===== src/cee_map.svh =====
`ifndef CEE_MAP_SVH
`define CEE_MAP_SVH
// register byte addresses
`define CEE_OFF_TRAP_IMM  32'h0FFFFFD0
`define CEE_OFF_EXC_CODE  32'h0FFFFFD4
`define CEE_OFF_INT_CODE  32'hA4000000
`define CEE_OFF_STATUS    32'h0FFFFFE0
`define CEE_OFF_SAVED_PC  32'h0FFFFFE4
`define CEE_OFF_SAVED_SW  32'h0FFFFFE8
`define CEE_OFF_VBR       32'h0FFFFFEC
`define CEE_OFF_CTRL      32'h0FFFFFF0
// status word fields
`define CEE_SW_BL_BIT     28
`define CEE_SW_RB_BIT     29
`define CEE_SW_RESET      32'h30000000
// field positions
`define CEE_TRA_MSB       9
`define CEE_TRA_LSB       2
`define CEE_CODE_MSB      11
`define CEE_CTRL_MULTI    0
// reset values and vectors
`define CEE_CODE_POR      12'h000
`define CEE_CODE_MAN      12'h020
`define CEE_VBR_RESET     32'h00000000
`define CEE_VEC_RESET     32'hA0000000
`define CEE_VOFF_GEN      32'h00000100
`define CEE_VOFF_INT      32'h00000600
`endif


===== src/cee_pkg.sv =====
package cee_pkg;

    typedef enum logic [1:0] {
        CEE_KIND_OTHER = 2'h0,
        CEE_KIND_TRAP  = 2'h1,
        CEE_KIND_UBRK  = 2'h2,
        CEE_KIND_DMA   = 2'h3
    } cee_kind_t;

    typedef struct packed {
        logic        valid;
        cee_kind_t   kind;
        logic        reexec;
        logic [11:0] code;
        logic [7:0]  imm;
    } cee_exc_req_t;

    typedef struct packed {
        logic        valid;
        logic [11:0] code;
    } cee_int_req_t;

    typedef enum logic [4:0] {
        ST_IDLE     = 5'h01,
        ST_JUMP     = 5'h02,
        ST_RTE_SW   = 5'h04,
        ST_RTE_SLOT = 5'h08,
        ST_RTE_BR   = 5'h10
    } cee_state_t;

endpackage : cee_pkg


===== src/cee_exc_unit.sv =====
// Implementation choice: the Wishbone register port.
`timescale 1ns/100ps
`include "cee_map.svh"

// Operation
// RQ1: reset aborts, initializes, jumps to reset vector
// RQ2: entry saves pc and status word
// RQ3: any reset or entry sets block bit
// RQ4: entry sets bank select bit
// RQ5: event code into exception or interrupt register
// RQ6: trap immediate loads bits 9 to 2
// RQ7: ordered entry ends in jump, no nesting; with multi set, entries are also accepted in ST_JUMP
// RQ8: return restores status, runs slot, branches
// RQ9: nothing accepted during return; saved regs writable
// RQ10: vector is base plus general or interrupt offset
// RQ11: trap register writes only bits 9 to 2
// RQ12: exception code writes bits 11 to 0 only
// RQ13: codes init 000 power-on, 020 manual
// RQ14: interrupt code register written by hardware only
// RQ15: interrupts wait while block bit set
// RQ16: low power accepts interrupt and wakes
// RQ17: dma address error held until block clears
// RQ18: user breaks under block bit are dropped
// RQ19: other exception under block jumps reset-like
// RQ20: handler saves state before clearing block bit
// RQ21: reset first, interrupt only without exceptions
// RQ22: re-execution saves current, completion next address
module cee_exc_unit
    import cee_pkg::*;
#(
    parameter int AW = 32
)
(
    // clock and reset
    input  wire logic         i_ref_clk,
    input  wire logic         i_rst,
    // reset requests
    input  wire logic         i_por_req,
    input  wire logic         i_man_req,
    // pipeline requests
    input  wire cee_exc_req_t i_exc,
    input  wire cee_int_req_t i_int,
    input  wire logic         i_low_power,
    input  wire logic [31:0]  i_pc,
    input  wire logic [31:0]  i_next_pc,
    input  wire logic         i_rte,
    input  wire logic         i_slot_done,
    // pipeline control
    output logic              o_redirect,
    output logic [31:0]       o_target,
    output logic              o_abort,
    output logic              o_exc_ack,
    output logic              o_int_ack,
    output logic              o_wake,
    output logic              o_slot_go,
    output logic              o_busy,
    output logic [31:0]       o_status_word,
    // wishbone slave
    input  wire logic         i_wb_cyc,
    input  wire logic         i_wb_stb,
    input  wire logic         i_wb_we,
    input  wire logic [AW-1:0] i_wb_adr,
    input  wire logic [3:0]   i_wb_sel,
    input  wire logic [31:0]  i_wb_dat,
    output logic [31:0]       o_wb_dat,
    output logic              o_wb_ack
);

    function automatic logic [31:0] cee_merge(
        input logic [31:0] old_v,
        input logic [31:0] new_v,
        input logic [31:0] mask
    );
        cee_merge = (old_v & ~mask) | (new_v & mask);
    endfunction : cee_merge

    cee_state_t  st_q;
    cee_state_t  st_d;
    logic [31:0] sw_q;
    logic [31:0] sw_d;
    logic [31:0] ssw_q;
    logic [31:0] ssw_d;
    logic [31:0] spc_q;
    logic [31:0] spc_d;
    logic [31:0] vbr_q;
    logic [31:0] vbr_d;
    logic [31:0] tgt_q;
    logic [31:0] tgt_d;
    logic [31:0] rdat_q;
    logic [31:0] rdat_d;
    logic [7:0]  tra_q;
    logic [7:0]  tra_d;
    logic [11:0] ecode_q;
    logic [11:0] ecode_d;
    logic [11:0] icode_q;
    logic [11:0] icode_d;
    logic [11:0] dcode_q;
    logic [11:0] dcode_d;
    logic        dpend_q;
    logic        dpend_d;
    logic        multi_q;
    logic        multi_d;
    logic        ack_q;
    logic        ack_d;

    // acceptance decode
    wire logic bl      = sw_q[`CEE_SW_BL_BIT];
    wire logic idle    = (st_q == ST_IDLE);
    wire logic win     = idle | (multi_q & (st_q == ST_JUMP)); // see RQ7
    wire logic rst_go  = i_por_req | i_man_req; // see RQ1
    wire logic gen_v   = i_exc.valid;
    wire logic k_trap  = (i_exc.kind == CEE_KIND_TRAP);
    wire logic k_ubrk  = (i_exc.kind == CEE_KIND_UBRK);
    wire logic k_dma   = (i_exc.kind == CEE_KIND_DMA);
    wire logic gen_go  = win & ~rst_go & gen_v & ~bl; // see RQ21
    // see RQ18 see RQ19
    wire logic dbl_go  = win & ~rst_go & gen_v & bl & ~k_ubrk & ~k_dma;
    // see RQ17
    wire logic pend_go = win & ~rst_go & ~gen_v & dpend_q & ~bl;
    wire logic int_ok  = ~bl | i_low_power; // see RQ15 see RQ16
    // see RQ21
    wire logic int_go  = win & ~rst_go & ~gen_v & ~pend_go & i_int.valid & int_ok;
    wire logic ent_go  = gen_go | pend_go | int_go;
    wire logic rte_go  = idle & i_rte & ~rst_go & ~ent_go & ~dbl_go;
    wire logic dp_set  = gen_v & k_dma & bl; // see RQ17
    wire logic reexec  = gen_go & i_exc.reexec;
    wire logic [31:0] voff = int_go ? `CEE_VOFF_INT : `CEE_VOFF_GEN;

    // bus decode
    wire logic        req      = i_wb_cyc & i_wb_stb;
    wire logic        wr       = req & i_wb_we & ack_q;
    wire logic        hit_tra  = (i_wb_adr == `CEE_OFF_TRAP_IMM);
    wire logic        hit_ec   = (i_wb_adr == `CEE_OFF_EXC_CODE);
    wire logic        hit_ic   = (i_wb_adr == `CEE_OFF_INT_CODE);
    wire logic        hit_sw   = (i_wb_adr == `CEE_OFF_STATUS);
    wire logic        hit_spc  = (i_wb_adr == `CEE_OFF_SAVED_PC);
    wire logic        hit_ssw  = (i_wb_adr == `CEE_OFF_SAVED_SW);
    wire logic        hit_vbr  = (i_wb_adr == `CEE_OFF_VBR);
    wire logic        hit_ctl  = (i_wb_adr == `CEE_OFF_CTRL);
    wire logic [31:0] wm       = {{8{i_wb_sel[3]}}, {8{i_wb_sel[2]}},
                                  {8{i_wb_sel[1]}}, {8{i_wb_sel[0]}}};
    wire logic [31:0] tra_word = {22'h000000, tra_q, 2'h0};
    wire logic [31:0] ec_word  = {20'h00000, ecode_q};
    wire logic [31:0] ic_word  = {20'h00000, icode_q};
    wire logic [31:0] ctl_word = {31'h00000000, multi_q};
    wire logic [31:0] tra_new  = cee_merge(tra_word, i_wb_dat, wm);
    wire logic [31:0] ec_new   = cee_merge(ec_word, i_wb_dat, wm);
    wire logic [31:0] rd_mux   = hit_tra ? tra_word :
                                 hit_ec  ? ec_word  :
                                 hit_ic  ? ic_word  :
                                 hit_sw  ? sw_q     :
                                 hit_spc ? spc_q    :
                                 hit_ssw ? ssw_q    :
                                 hit_vbr ? vbr_q    :
                                 hit_ctl ? ctl_word :
                                 32'h00000000;

    // sequencer
    always_comb
    begin
        st_d = st_q;
        if (rst_go | dbl_go | ent_go)
        begin
            st_d = ST_JUMP; // see RQ7
        end
        else
        begin
            unique case (st_q)
                ST_IDLE:
                begin
                    if (rte_go)
                    begin
                        st_d = ST_RTE_SW; // see RQ8
                    end
                end
                ST_JUMP:
                begin
                    st_d = ST_IDLE;
                end
                ST_RTE_SW:
                begin
                    st_d = ST_RTE_SLOT; // see RQ8
                end
                ST_RTE_SLOT:
                begin
                    if (i_slot_done)
                    begin
                        st_d = ST_RTE_BR; // see RQ8
                    end
                end
                ST_RTE_BR:
                begin
                    st_d = ST_IDLE;
                end
                default:
                begin
                    st_d = ST_IDLE;
                end
            endcase
        end
    end

    // status word and saved copies
    always_comb
    begin
        sw_d  = sw_q;
        ssw_d = ssw_q;
        spc_d = spc_q;
        vbr_d = vbr_q;
        if (rst_go | dbl_go)
        begin
            sw_d = `CEE_SW_RESET; // see RQ1 see RQ3 see RQ19
        end
        else if (ent_go)
        begin
            sw_d[`CEE_SW_BL_BIT] = 1'b1; // see RQ3
            sw_d[`CEE_SW_RB_BIT] = 1'b1; // see RQ4
        end
        else if (st_q == ST_RTE_SW)
        begin
            sw_d = ssw_q; // see RQ8
        end
        else if (wr & hit_sw)
        begin
            sw_d = cee_merge(sw_q, i_wb_dat, wm);
        end
        if (ent_go)
        begin
            ssw_d = sw_q; // see RQ2
            spc_d = reexec ? i_pc : i_next_pc; // see RQ2 see RQ22
        end
        else
        begin
            if (wr & hit_ssw)
            begin
                ssw_d = cee_merge(ssw_q, i_wb_dat, wm); // see RQ9
            end
            if (wr & hit_spc)
            begin
                spc_d = cee_merge(spc_q, i_wb_dat, wm); // see RQ9
            end
        end
        if (rst_go)
        begin
            vbr_d = `CEE_VBR_RESET; // see RQ1
        end
        else if (wr & hit_vbr)
        begin
            vbr_d = cee_merge(vbr_q, i_wb_dat, wm);
        end
    end

    // jump target
    always_comb
    begin
        tgt_d = tgt_q;
        if (rst_go | dbl_go)
        begin
            tgt_d = `CEE_VEC_RESET; // see RQ1 see RQ19
        end
        else if (ent_go)
        begin
            tgt_d = vbr_q + voff; // see RQ10
        end
        else if (st_q == ST_RTE_SW)
        begin
            tgt_d = spc_q; // see RQ8
        end
    end

    // event codes and trap immediate
    always_comb
    begin
        ecode_d = ecode_q;
        icode_d = icode_q;
        tra_d   = tra_q;
        if (i_por_req)
        begin
            ecode_d = `CEE_CODE_POR; // see RQ13
            icode_d = `CEE_CODE_POR; // see RQ13
        end
        else if (i_man_req)
        begin
            ecode_d = `CEE_CODE_MAN; // see RQ13
            icode_d = `CEE_CODE_MAN; // see RQ13
        end
        else if (gen_go)
        begin
            ecode_d = i_exc.code; // see RQ5
        end
        else if (pend_go)
        begin
            ecode_d = dcode_q; // see RQ5
        end
        else if (int_go)
        begin
            icode_d = i_int.code; // see RQ5 see RQ14
        end
        else if (wr & hit_ec)
        begin
            ecode_d = ec_new[`CEE_CODE_MSB:0]; // see RQ12
        end
        if (gen_go & k_trap)
        begin
            tra_d = i_exc.imm; // see RQ6
        end
        else if (wr & hit_tra)
        begin
            tra_d = tra_new[`CEE_TRA_MSB:`CEE_TRA_LSB]; // see RQ11
        end
    end

    // pending dma error, control, bus answer
    always_comb
    begin
        dpend_d = dpend_q;
        dcode_d = dcode_q;
        multi_d = multi_q;
        if (rst_go)
        begin
            dpend_d = 1'b0;
        end
        else if (dp_set)
        begin
            dpend_d = 1'b1; // see RQ17
            dcode_d = i_exc.code;
        end
        else if (pend_go)
        begin
            dpend_d = 1'b0;
        end
        if (rst_go)
        begin
            multi_d = 1'b0;
        end
        else if (wr & hit_ctl & i_wb_sel[0])
        begin
            multi_d = i_wb_dat[`CEE_CTRL_MULTI];
        end
        ack_d  = req & ~ack_q;
        rdat_d = (req & ~ack_q) ? rd_mux : rdat_q;
    end

    always_ff @(posedge i_ref_clk or posedge i_rst)
    begin
        if (i_rst)
        begin
            st_q    <= ST_IDLE;
            sw_q    <= `CEE_SW_RESET;
            ssw_q   <= 32'h00000000;
            spc_q   <= 32'h00000000;
            vbr_q   <= `CEE_VBR_RESET;
            tgt_q   <= `CEE_VEC_RESET;
            tra_q   <= 8'h00;
            ecode_q <= `CEE_CODE_POR;
            icode_q <= `CEE_CODE_POR;
            dcode_q <= 12'h000;
            dpend_q <= 1'b0;
            multi_q <= 1'b0;
            ack_q   <= 1'b0;
            rdat_q  <= 32'h00000000;
        end
        else
        begin
            st_q    <= st_d;
            sw_q    <= sw_d;
            ssw_q   <= ssw_d;
            spc_q   <= spc_d;
            vbr_q   <= vbr_d;
            tgt_q   <= tgt_d;
            tra_q   <= tra_d;
            ecode_q <= ecode_d;
            icode_q <= icode_d;
            dcode_q <= dcode_d;
            dpend_q <= dpend_d;
            multi_q <= multi_d;
            ack_q   <= ack_d;
            rdat_q  <= rdat_d;
        end
    end

    // pipeline outputs
    assign o_redirect    = (st_q == ST_JUMP) | (st_q == ST_RTE_BR); // see RQ7 see RQ8
    assign o_target      = tgt_q;
    assign o_abort       = rst_go | dbl_go | reexec; // see RQ1 see RQ22
    assign o_exc_ack     = gen_go | pend_go | dbl_go;
    assign o_int_ack     = int_go;
    assign o_wake        = int_go & i_low_power; // see RQ16
    assign o_slot_go     = (st_q == ST_RTE_SLOT); // see RQ8
    assign o_busy        = ~idle; // see RQ9
    assign o_status_word = sw_q;
    assign o_wb_dat      = rdat_q;
    assign o_wb_ack      = ack_q;

endmodule : cee_exc_unit


===== config.mk =====
export PLATFORM = sky130hd
export DESIGN_NAME = cee_exc_unit
export DESIGN_NICKNAME = d
export VERILOG_FILES = /design/src/cee_pkg.sv /design/src/cee_exc_unit.sv
export VERILOG_INCLUDE_DIRS = /design/src /design/src/src
export SDC_FILE = /design/constraint.sdc
export NUM_CORES = 1
export LEC_CHECK = 0
export BUFFER_PORTS_ARGS = -buffer_cell sky130_fd_sc_hd__buf_2
export CAP_MARGIN = 20
export CELL_PAD_IN_SITES_DETAIL_PLACEMENT = 1
export CELL_PAD_IN_SITES_GLOBAL_PLACEMENT = 1
export CORE_ASPECT_RATIO = 1.2
export CORE_MARGIN = 10
export CORE_UTILIZATION = 41
export CTS_BUF_LIST = sky130_fd_sc_hd__clkbuf_4
export DETAILED_ROUTE_END_ITERATION = 10
export PLACE_DENSITY = 0.85
export SYNTH_ARGS = -nofsm -noshare
export SYNTH_HDL_FRONTEND = slang
export SYNTH_SLANG_ARGS = --single-unit

===== constraint.sdc =====
create_clock -name i_ref_clk -period 11.3 [get_ports i_ref_clk]
set_clock_uncertainty 0.15 [all_clocks]
set_input_delay 2.26 -clock i_ref_clk [delete_from_list [all_inputs] [get_ports i_ref_clk]]
set_output_delay 2.26 -clock i_ref_clk [all_outputs]
set_load 0.05 [all_outputs]

==> results.py, run 1 <==
metrics = {
    "final_layout": {
        "drive_gt1_frac": 0.274,
        "layout.nets": 1921,
        "utilization": 0.496,
        "fillerInstances": 3847,
        "regArea_um2": 6110,
        "multiInputGateArea_um2": 6880,
        "area_growth_syn_to_layout_pct": 18.8,
    },
    "logic_synthesis": {
        "syn-cell-area_um2": 13500,
        "synthCells": 1472,
        "yosysMostFrequentCell": "dfrtp_1",
        "async_flop_share": 1.00,
        "netlist_top_cells_area": "dfrtp_1, nand2_1, mux2i_1",
        "synth_area_per_cell_um2": 9.20,
        "synth-seq-cells": 244,
        "seq_area_frac_synth": 0.451,
        "ys_types": 80,
        "synth_commonest_cells": "dfrtp_1, nand2_1, a21oi_1, o21ai_0, nor2_1",
        "synth_top_area_frac": 0.442,
        "synthFlopType": "dfrtp_1",
        "syn-num-nets": 1655,
        "yosysTopAreaCell": "dfrtp_1",
        "yosys_warnings": 0,
        "synth-edff-count": 0,
    },
    "power": {
        "p_per_area_nw_per_um2": 123,
        "ir_worst_vdd_uv": 59.8,
        "p_leak_nw": 7.85,
    },
    "clock_network": {
        "cts_setup_buffers": 0,
        "clk_latency_ns": 0.73,
        "clock_path_buffers": 3,
        "cts_sinks": 244,
        "cts_tree": "yes",
        "hold_buffers": 0,
        "ctsResizeCount": 0,
        "cts_buffers": 68,
        "cts-root-buf": "clkbuf_4",
        "clk_pin_slew_worst_paths_ns": 0.07,
        "cts_htree_levels": 3,
    },
    "global_routing": {
        "antenna_found_initial": 4,
        "grt_max_degree": 109,
        "grt_pass1_vias": 14600,
        "gr-total-overflow": 0,
        "grt_usage": 0.262,
        "grt_pass1_wl_um": 83500,
    },
    "drt": {
        "avgViaCountPerCell": 6.12,
        "detail-route-antenna-nets": 0,
        "wl_um": 54400,
        "vias": 13500,
        "wire_per_inst_um": 24.7,
        "drt_iter0_markers": 1158,
        "drt_first_pass_iters": 5,
        "drc_errors": 0,
    },
    "setup_path": {
        "arrival_ns": 4.38,
        "start_kind": "input pin",
        "crit_type": "in2out",
        "r2r-start": "st_q[0]",
        "r2r_cells": 12,
        "cp_max_fo": 33,
        "reg2reg_to": "o_target[28]",
        "crit_path_end_kind": "primary output",
        "required_ns": 8.89,
        "r2r_setup_slack_ns": 7.20,
    },
    "sta": {
        "rsz0062_at_grt": "false",
        "finalMaxSlewViolations": 0,
        "setup_tns_ns": 0,
        "period_share": 0.601,
        "tightestPinTransition_ns": 1.08,
        "max_freq_mhz": 147,
        "min_period_ns": 6.79,
        "setup_viol": 0,
        "timing.max_slew.rel_slack": 0.279,
        "final_hold_viol_count": 0,
    },
    "die": {
        "fp.dieH_um": 219,
        "initial_utilization": 0.418,
        "core_um2": 32400,
        "die_w_um": 186,
        "fp.dieArea_um2": 40700,
        "fp-row-count": 72,
        "ios": 283,
    },
    "place": {
        "dp_hpwl_um": 38500,
        "io_buffer_count": 282,
        "place.gp.congestion": 0.888,
    },
    "worst_hold_path": {
        "holdPathEnd": "o_wb_dat[24]",
        "hold_start": "o_wb_dat[24]",
        "holdCritPathClass": "reg2reg",
        "holdPathStages": 2,
    },
    "run_status": {
        "status": "finished, final reports clean",
    },
    "flow_run": {
        "cap_violations": 0,
    },
}
## worst max-delay path, cell delays in order
cell and delay, ns:
buf_2 0.13, nor3_1 0.20, o2111a_1 0.23, buf_4 0.32
nand2_2 0.69, nand2_1 0.23, buf_2 0.29
## stage by stage
step / power, mW / worst slack (ns) / std cells / hold slack (ns) / cell area, µm²
after floorplan: 1.04 / 2.20 / 1472 / 0.306 / 13500
after global placement: 1.12 / 4.62 / 2071 / 0.314 / 15200
after detailed placement: 1.13 / 4.50 / 2072 / 0.327 / 15200
after CTS: 1.98 / 4.51 / 2192 / 0.343 / 16100
after global routing: 2.06 / 4.39 / 2201 / 0.352 / 16100
final: 1.97 / 4.51 / 2201 / 0.337 / 16100
## cells in the final DEF, fill, tap and decap left out, drive strengths merged, types with 4 or more instances in the layout
master	Yosys	layout
a311oi	5	5
xor2	18	18
nand4	12	12
clkbuf	58	100
nor4	10	10
mux2i	77	77
a32oi	4	4
diode	0	6
nand3	53	53
mux2	41	41
a221o	4	4
nor2b	5	5
a21o	32	32
and2	6	6
nor4b	4	4
a211oi	6	6
and4	8	8
dfrtp	239	239
buf	54	308
a31oi	30	30
a221oi	31	31
o22ai	25	25
o21ai	135	135
o2bb2ai	31	31
nand2	235	235
and3	9	9
o21a	11	11
or3	4	4
clkinv	0	15
inv	22	25
nor3	17	17
a21oi	110	110
nor2	80	80
xnor2	5	5
nand2b	16	16
a22oi	26	26
dfstp	5	5
## final cells by class
cell class	count	area share
multi-input cells	1094	0.428
flip-flops and latches	244	0.380
diodes	6	0.000933
repair buffers	308	0.0998
well taps	407	0.0316
inverters	22	0.00560
clock inverters	20	0.00801
clock buffers	100	0.0466
## per-layer routing
layer  GRT usage  wire length [µm]  vias up
li1            -                 -     5935
met1       0.305             20600     6788
met2       0.450             27200      599
met3      0.0612              4460      145
met4       0.113              2130        2
met5           0                 7        -
## where the power goes
group | internal [mW] | leakage, nW | total [mW] | switching, mW
Sequential | 0.903 | 3.33 | 0.927 | 0.0232
Combinational | 0.0702 | 3.99 | 0.186 | 0.116
Clock | 0.451 | 0.527 | 0.859 | 0.408
Total | 1.42 | 7.85 | 1.97 | 0.547
## worst max path at each step
stage	start	end	slack [ns]	cells after the start
floorplan	i_rst	asynchronous set/reset pin	2.20	1
global placement	i_man_req	o_abort	4.62	7
detailed placement	i_man_req	o_abort	4.50	7
CTS	i_man_req	o_abort	4.51	7
global route	i_man_req	o_abort	4.39	7
finish	i_man_req	o_abort	4.51	7
## cells by family (layout without fill, tap and decap cells)
group                    after synthesis  after routing  synth area share
XOR/XNOR                              23             23            0.0149
multiplexers                         119            119            0.0927
buffers and inverters                134            450            0.0427
AND/OR/NAND/NOR                      474            474             0.163
AO/OA/AOI/OAI                        474            474             0.232
flip-flops                           244            244             0.451
other                                  0              6                 0
adder cells (fa/ha/maj)                4              4           0.00425
Note: power is estimated with default switching activity, not from simulation.
==> run 2: changes to the inputs <==
Settings changed: CORE_UTILIZATION 41 to 39.
Clock period 11.3 ns to 5.7 ns, I/O delays scaled along.
==> run 2 against run 1 <==
Effect of this change: final area increased by 0.54%; count of clock-buffer cells in the layout increased by 5; final cell count increased by 2.2%; hold slack worse by 0.0030 ns; die area grew 4.6%; sequential share of layout area shrank 0.21 points; flip-flop and latch count unchanged; register-to-register slack got worse by 5.4 ns; routed wire length increased by 2.0%; core utilization is 2.3 points lower; critical path depth rose by 1; clock power up 96%; largest cell class unchanged.
==> results.py, run 2 (synthesis results as in run 1) <==
metrics = {
    "final_layout": {
        "layout.nets": 1926,
        "fin_area_um2": 16200,
        "drive_gt1_frac": 0.278,
        "layout_commonest_cell": "buf_2",
        "final_cell_mix": "buf_2, dfrtp_1, nand2_1",
        "area_growth_syn_to_layout_pct": 19.5,
    },
    "power": {
        "seqPwrFrac": 0.472,
        "p_per_area_nw_per_um2": 240,
        "intPower_mw": 2.81,
        "p_comb_frac": 0.096,
        "swShare": 0.277,
        "ir_worst_vdd_uv": 135,
        "p_leak_nw": 7.87,
        "p_clk_frac": 0.432,
        "switchingPower_mw": 1.08,
    },
    "global_routing": {
        "grt_usage": 0.253,
        "grt_pass1_vias": 14600,
        "antenna_found_initial": 1,
        "gr-total-overflow": 0,
        "grt_max_degree": 111,
        "grt_pass1_wl_um": 85200,
    },
    "sta": {
        "setup_viol": 0,
        "period_share": 0.803,
        "final_hold_viol_count": 0,
        "tightestPinTransition_ns": 1.09,
        "max_freq_mhz": 218,
        "rsz0062_at_grt": "false",
        "finalMaxSlewViolations": 0,
        "setup_tns_ns": 0,
        "timing.max_slew.rel_slack": 0.269,
        "min_period_ns": 4.58,
    },
    "drt": {
        "vias": 13400,
        "drc_errors": 0,
        "avgViaCountPerCell": 5.97,
        "detail-route-antenna-nets": 0,
        "drt_iter0_markers": 928,
        "drt_first_pass_iters": 7,
        "wire_per_inst_um": 24.7,
        "wl_um": 55500,
    },
    "die": {
        "core_um2": 34200,
        "fp.dieH_um": 224,
        "fp.dieArea_um2": 42600,
        "fp-row-count": 74,
        "ios": 283,
        "die_w_um": 190,
        "initial_utilization": 0.396,
    },
    "setup_path": {
        "crit_chain": "nor3_4, o21ai_2, or4_1, buf_4, inv_1, buf_4, and2_1, buf_2",
        "max_stage_delay_ns": 0.53,
        "cp_max_fo": 24,
        "required_ns": 4.41,
        "crit_type": "reg2out",
        "reg2reg_to": "o_target[15]",
        "crit_path_end_kind": "primary output",
        "cp-endpoint": "o_wake",
        "start_kind": "flip-flop",
        "path_buf_inv": 4,
        "cp_common_cell": "buf_4",
        "critPathSlowestCell": "or4_1",
        "crit_family": "simple AND/OR/NAND/NOR gates",
        "r2r_setup_slack_ns": 1.83,
        "r2r_cells": 12,
        "path_depth": 8,
        "crit_path_start": "st_q[3]",
        "r2r-start": "st_q[3]",
        "arrival_ns": 3.29,
    },
    "clock_network": {
        "cts_htree_levels": 3,
        "clk_pin_slew_worst_paths_ns": 0.07,
        "clock_path_buffers": 3,
        "cts-root-buf": "clkbuf_4",
        "cts_tree": "yes",
        "hold_buffers": 0,
        "cts_setup_buffers": 0,
        "cts_buffers": 68,
        "ctsResizeCount": 0,
        "cts_sinks": 244,
        "clk_latency_ns": 0.72,
    },
    "place": {
        "place_area_um2": 15300,
        "place.gp.congestion": 0.891,
        "dp_hpwl_um": 39700,
        "io_buffer_count": 282,
    },
    "run_status": {
        "status": "finished, final reports clean",
    },
    "worst_hold_path": {
        "holdCritPathClass": "reg2reg",
        "hold_start": "o_wb_dat[21]",
    },
    "flow_run": {
        "cap_violations": 0,
    },
}
-- run 2: layout make-up --
| type | instances | area (µm²) |
|---|---|---|
| Tap cell | 456 | 571 |
| Timing Repair Buffer | 313 | 1660 |
| Antenna cell | 2 | 5.00 |
| Inverter | 22 | 86.3 |
| Fill cell | 4070 | 18000 |
| Clock inverter | 14 | 80.1 |
| Clock buffer | 105 | 788 |
| Multi-Input combinational cell | 1094 | 6880 |
| Sequential cell | 244 | 6110 |
-- run 2: routing by layer --
metal | up-vias | wire length (µm) | GRT usage | share of wire
met4 | 0 | 2080 | 0.108 | 0.038
met3 | 112 | 4220 | 0.0637 | 0.076
met1 | 6802 | 21600 | 0.295 | 0.39
met2 | 581 | 27600 | 0.432 | 0.50
li1 | 5943 | - | - | -
met5 | - | 0 | 0 | 0
-- run 2: stage by stage --
step	util	worst slack [ns]	std cells	hold WS, ns	total power [mW]
after floorplan	-	1.21	1472	0.306	2.06
after global placement	0.447	1.24	2126	0.315	2.21
after detailed placement	0.448	1.20	2127	0.322	2.24
after CTS	0.473	1.11	2246	0.336	3.92
after global routing	0.474	0.982	2250	0.366	4.06
final	0.474	1.12	2250	0.334	3.89
-- run 2: worst min-delay path by stage --
stage / end / slack (ns) / cells past startpoint
2_1_floorplan: flip-flop / 0.31 / 2
3_3_place_gp: o_wb_dat[20] / 0.31 / 2
3_5_place_dp: o_wb_dat[21] / 0.32 / 2
4_1_cts: o_wb_dat[21] / 0.34 / 2
5_1_grt: o_wb_dat[20] / 0.37 / 2
6_report: o_wb_dat[21] / 0.33 / 2
-- run 2: power groups by stage --
stage	registers, mW	clock network [mW]	logic, mW
3_3_place_gp	1.86	0	0.353
4_1_cts	1.83	1.71	0.373
6_report	1.84	1.68	0.373
3_5_place_dp	1.87	0	0.371
5_1_grt	1.84	1.81	0.409
2_1_floorplan	1.86	0	0.204
-- run 2: worst min-delay path, cell delays in order, from the launching register on --
cell     delay (ns)
dfrtp_1        0.34
nand2_1        0.05
o21ai_1        0.06
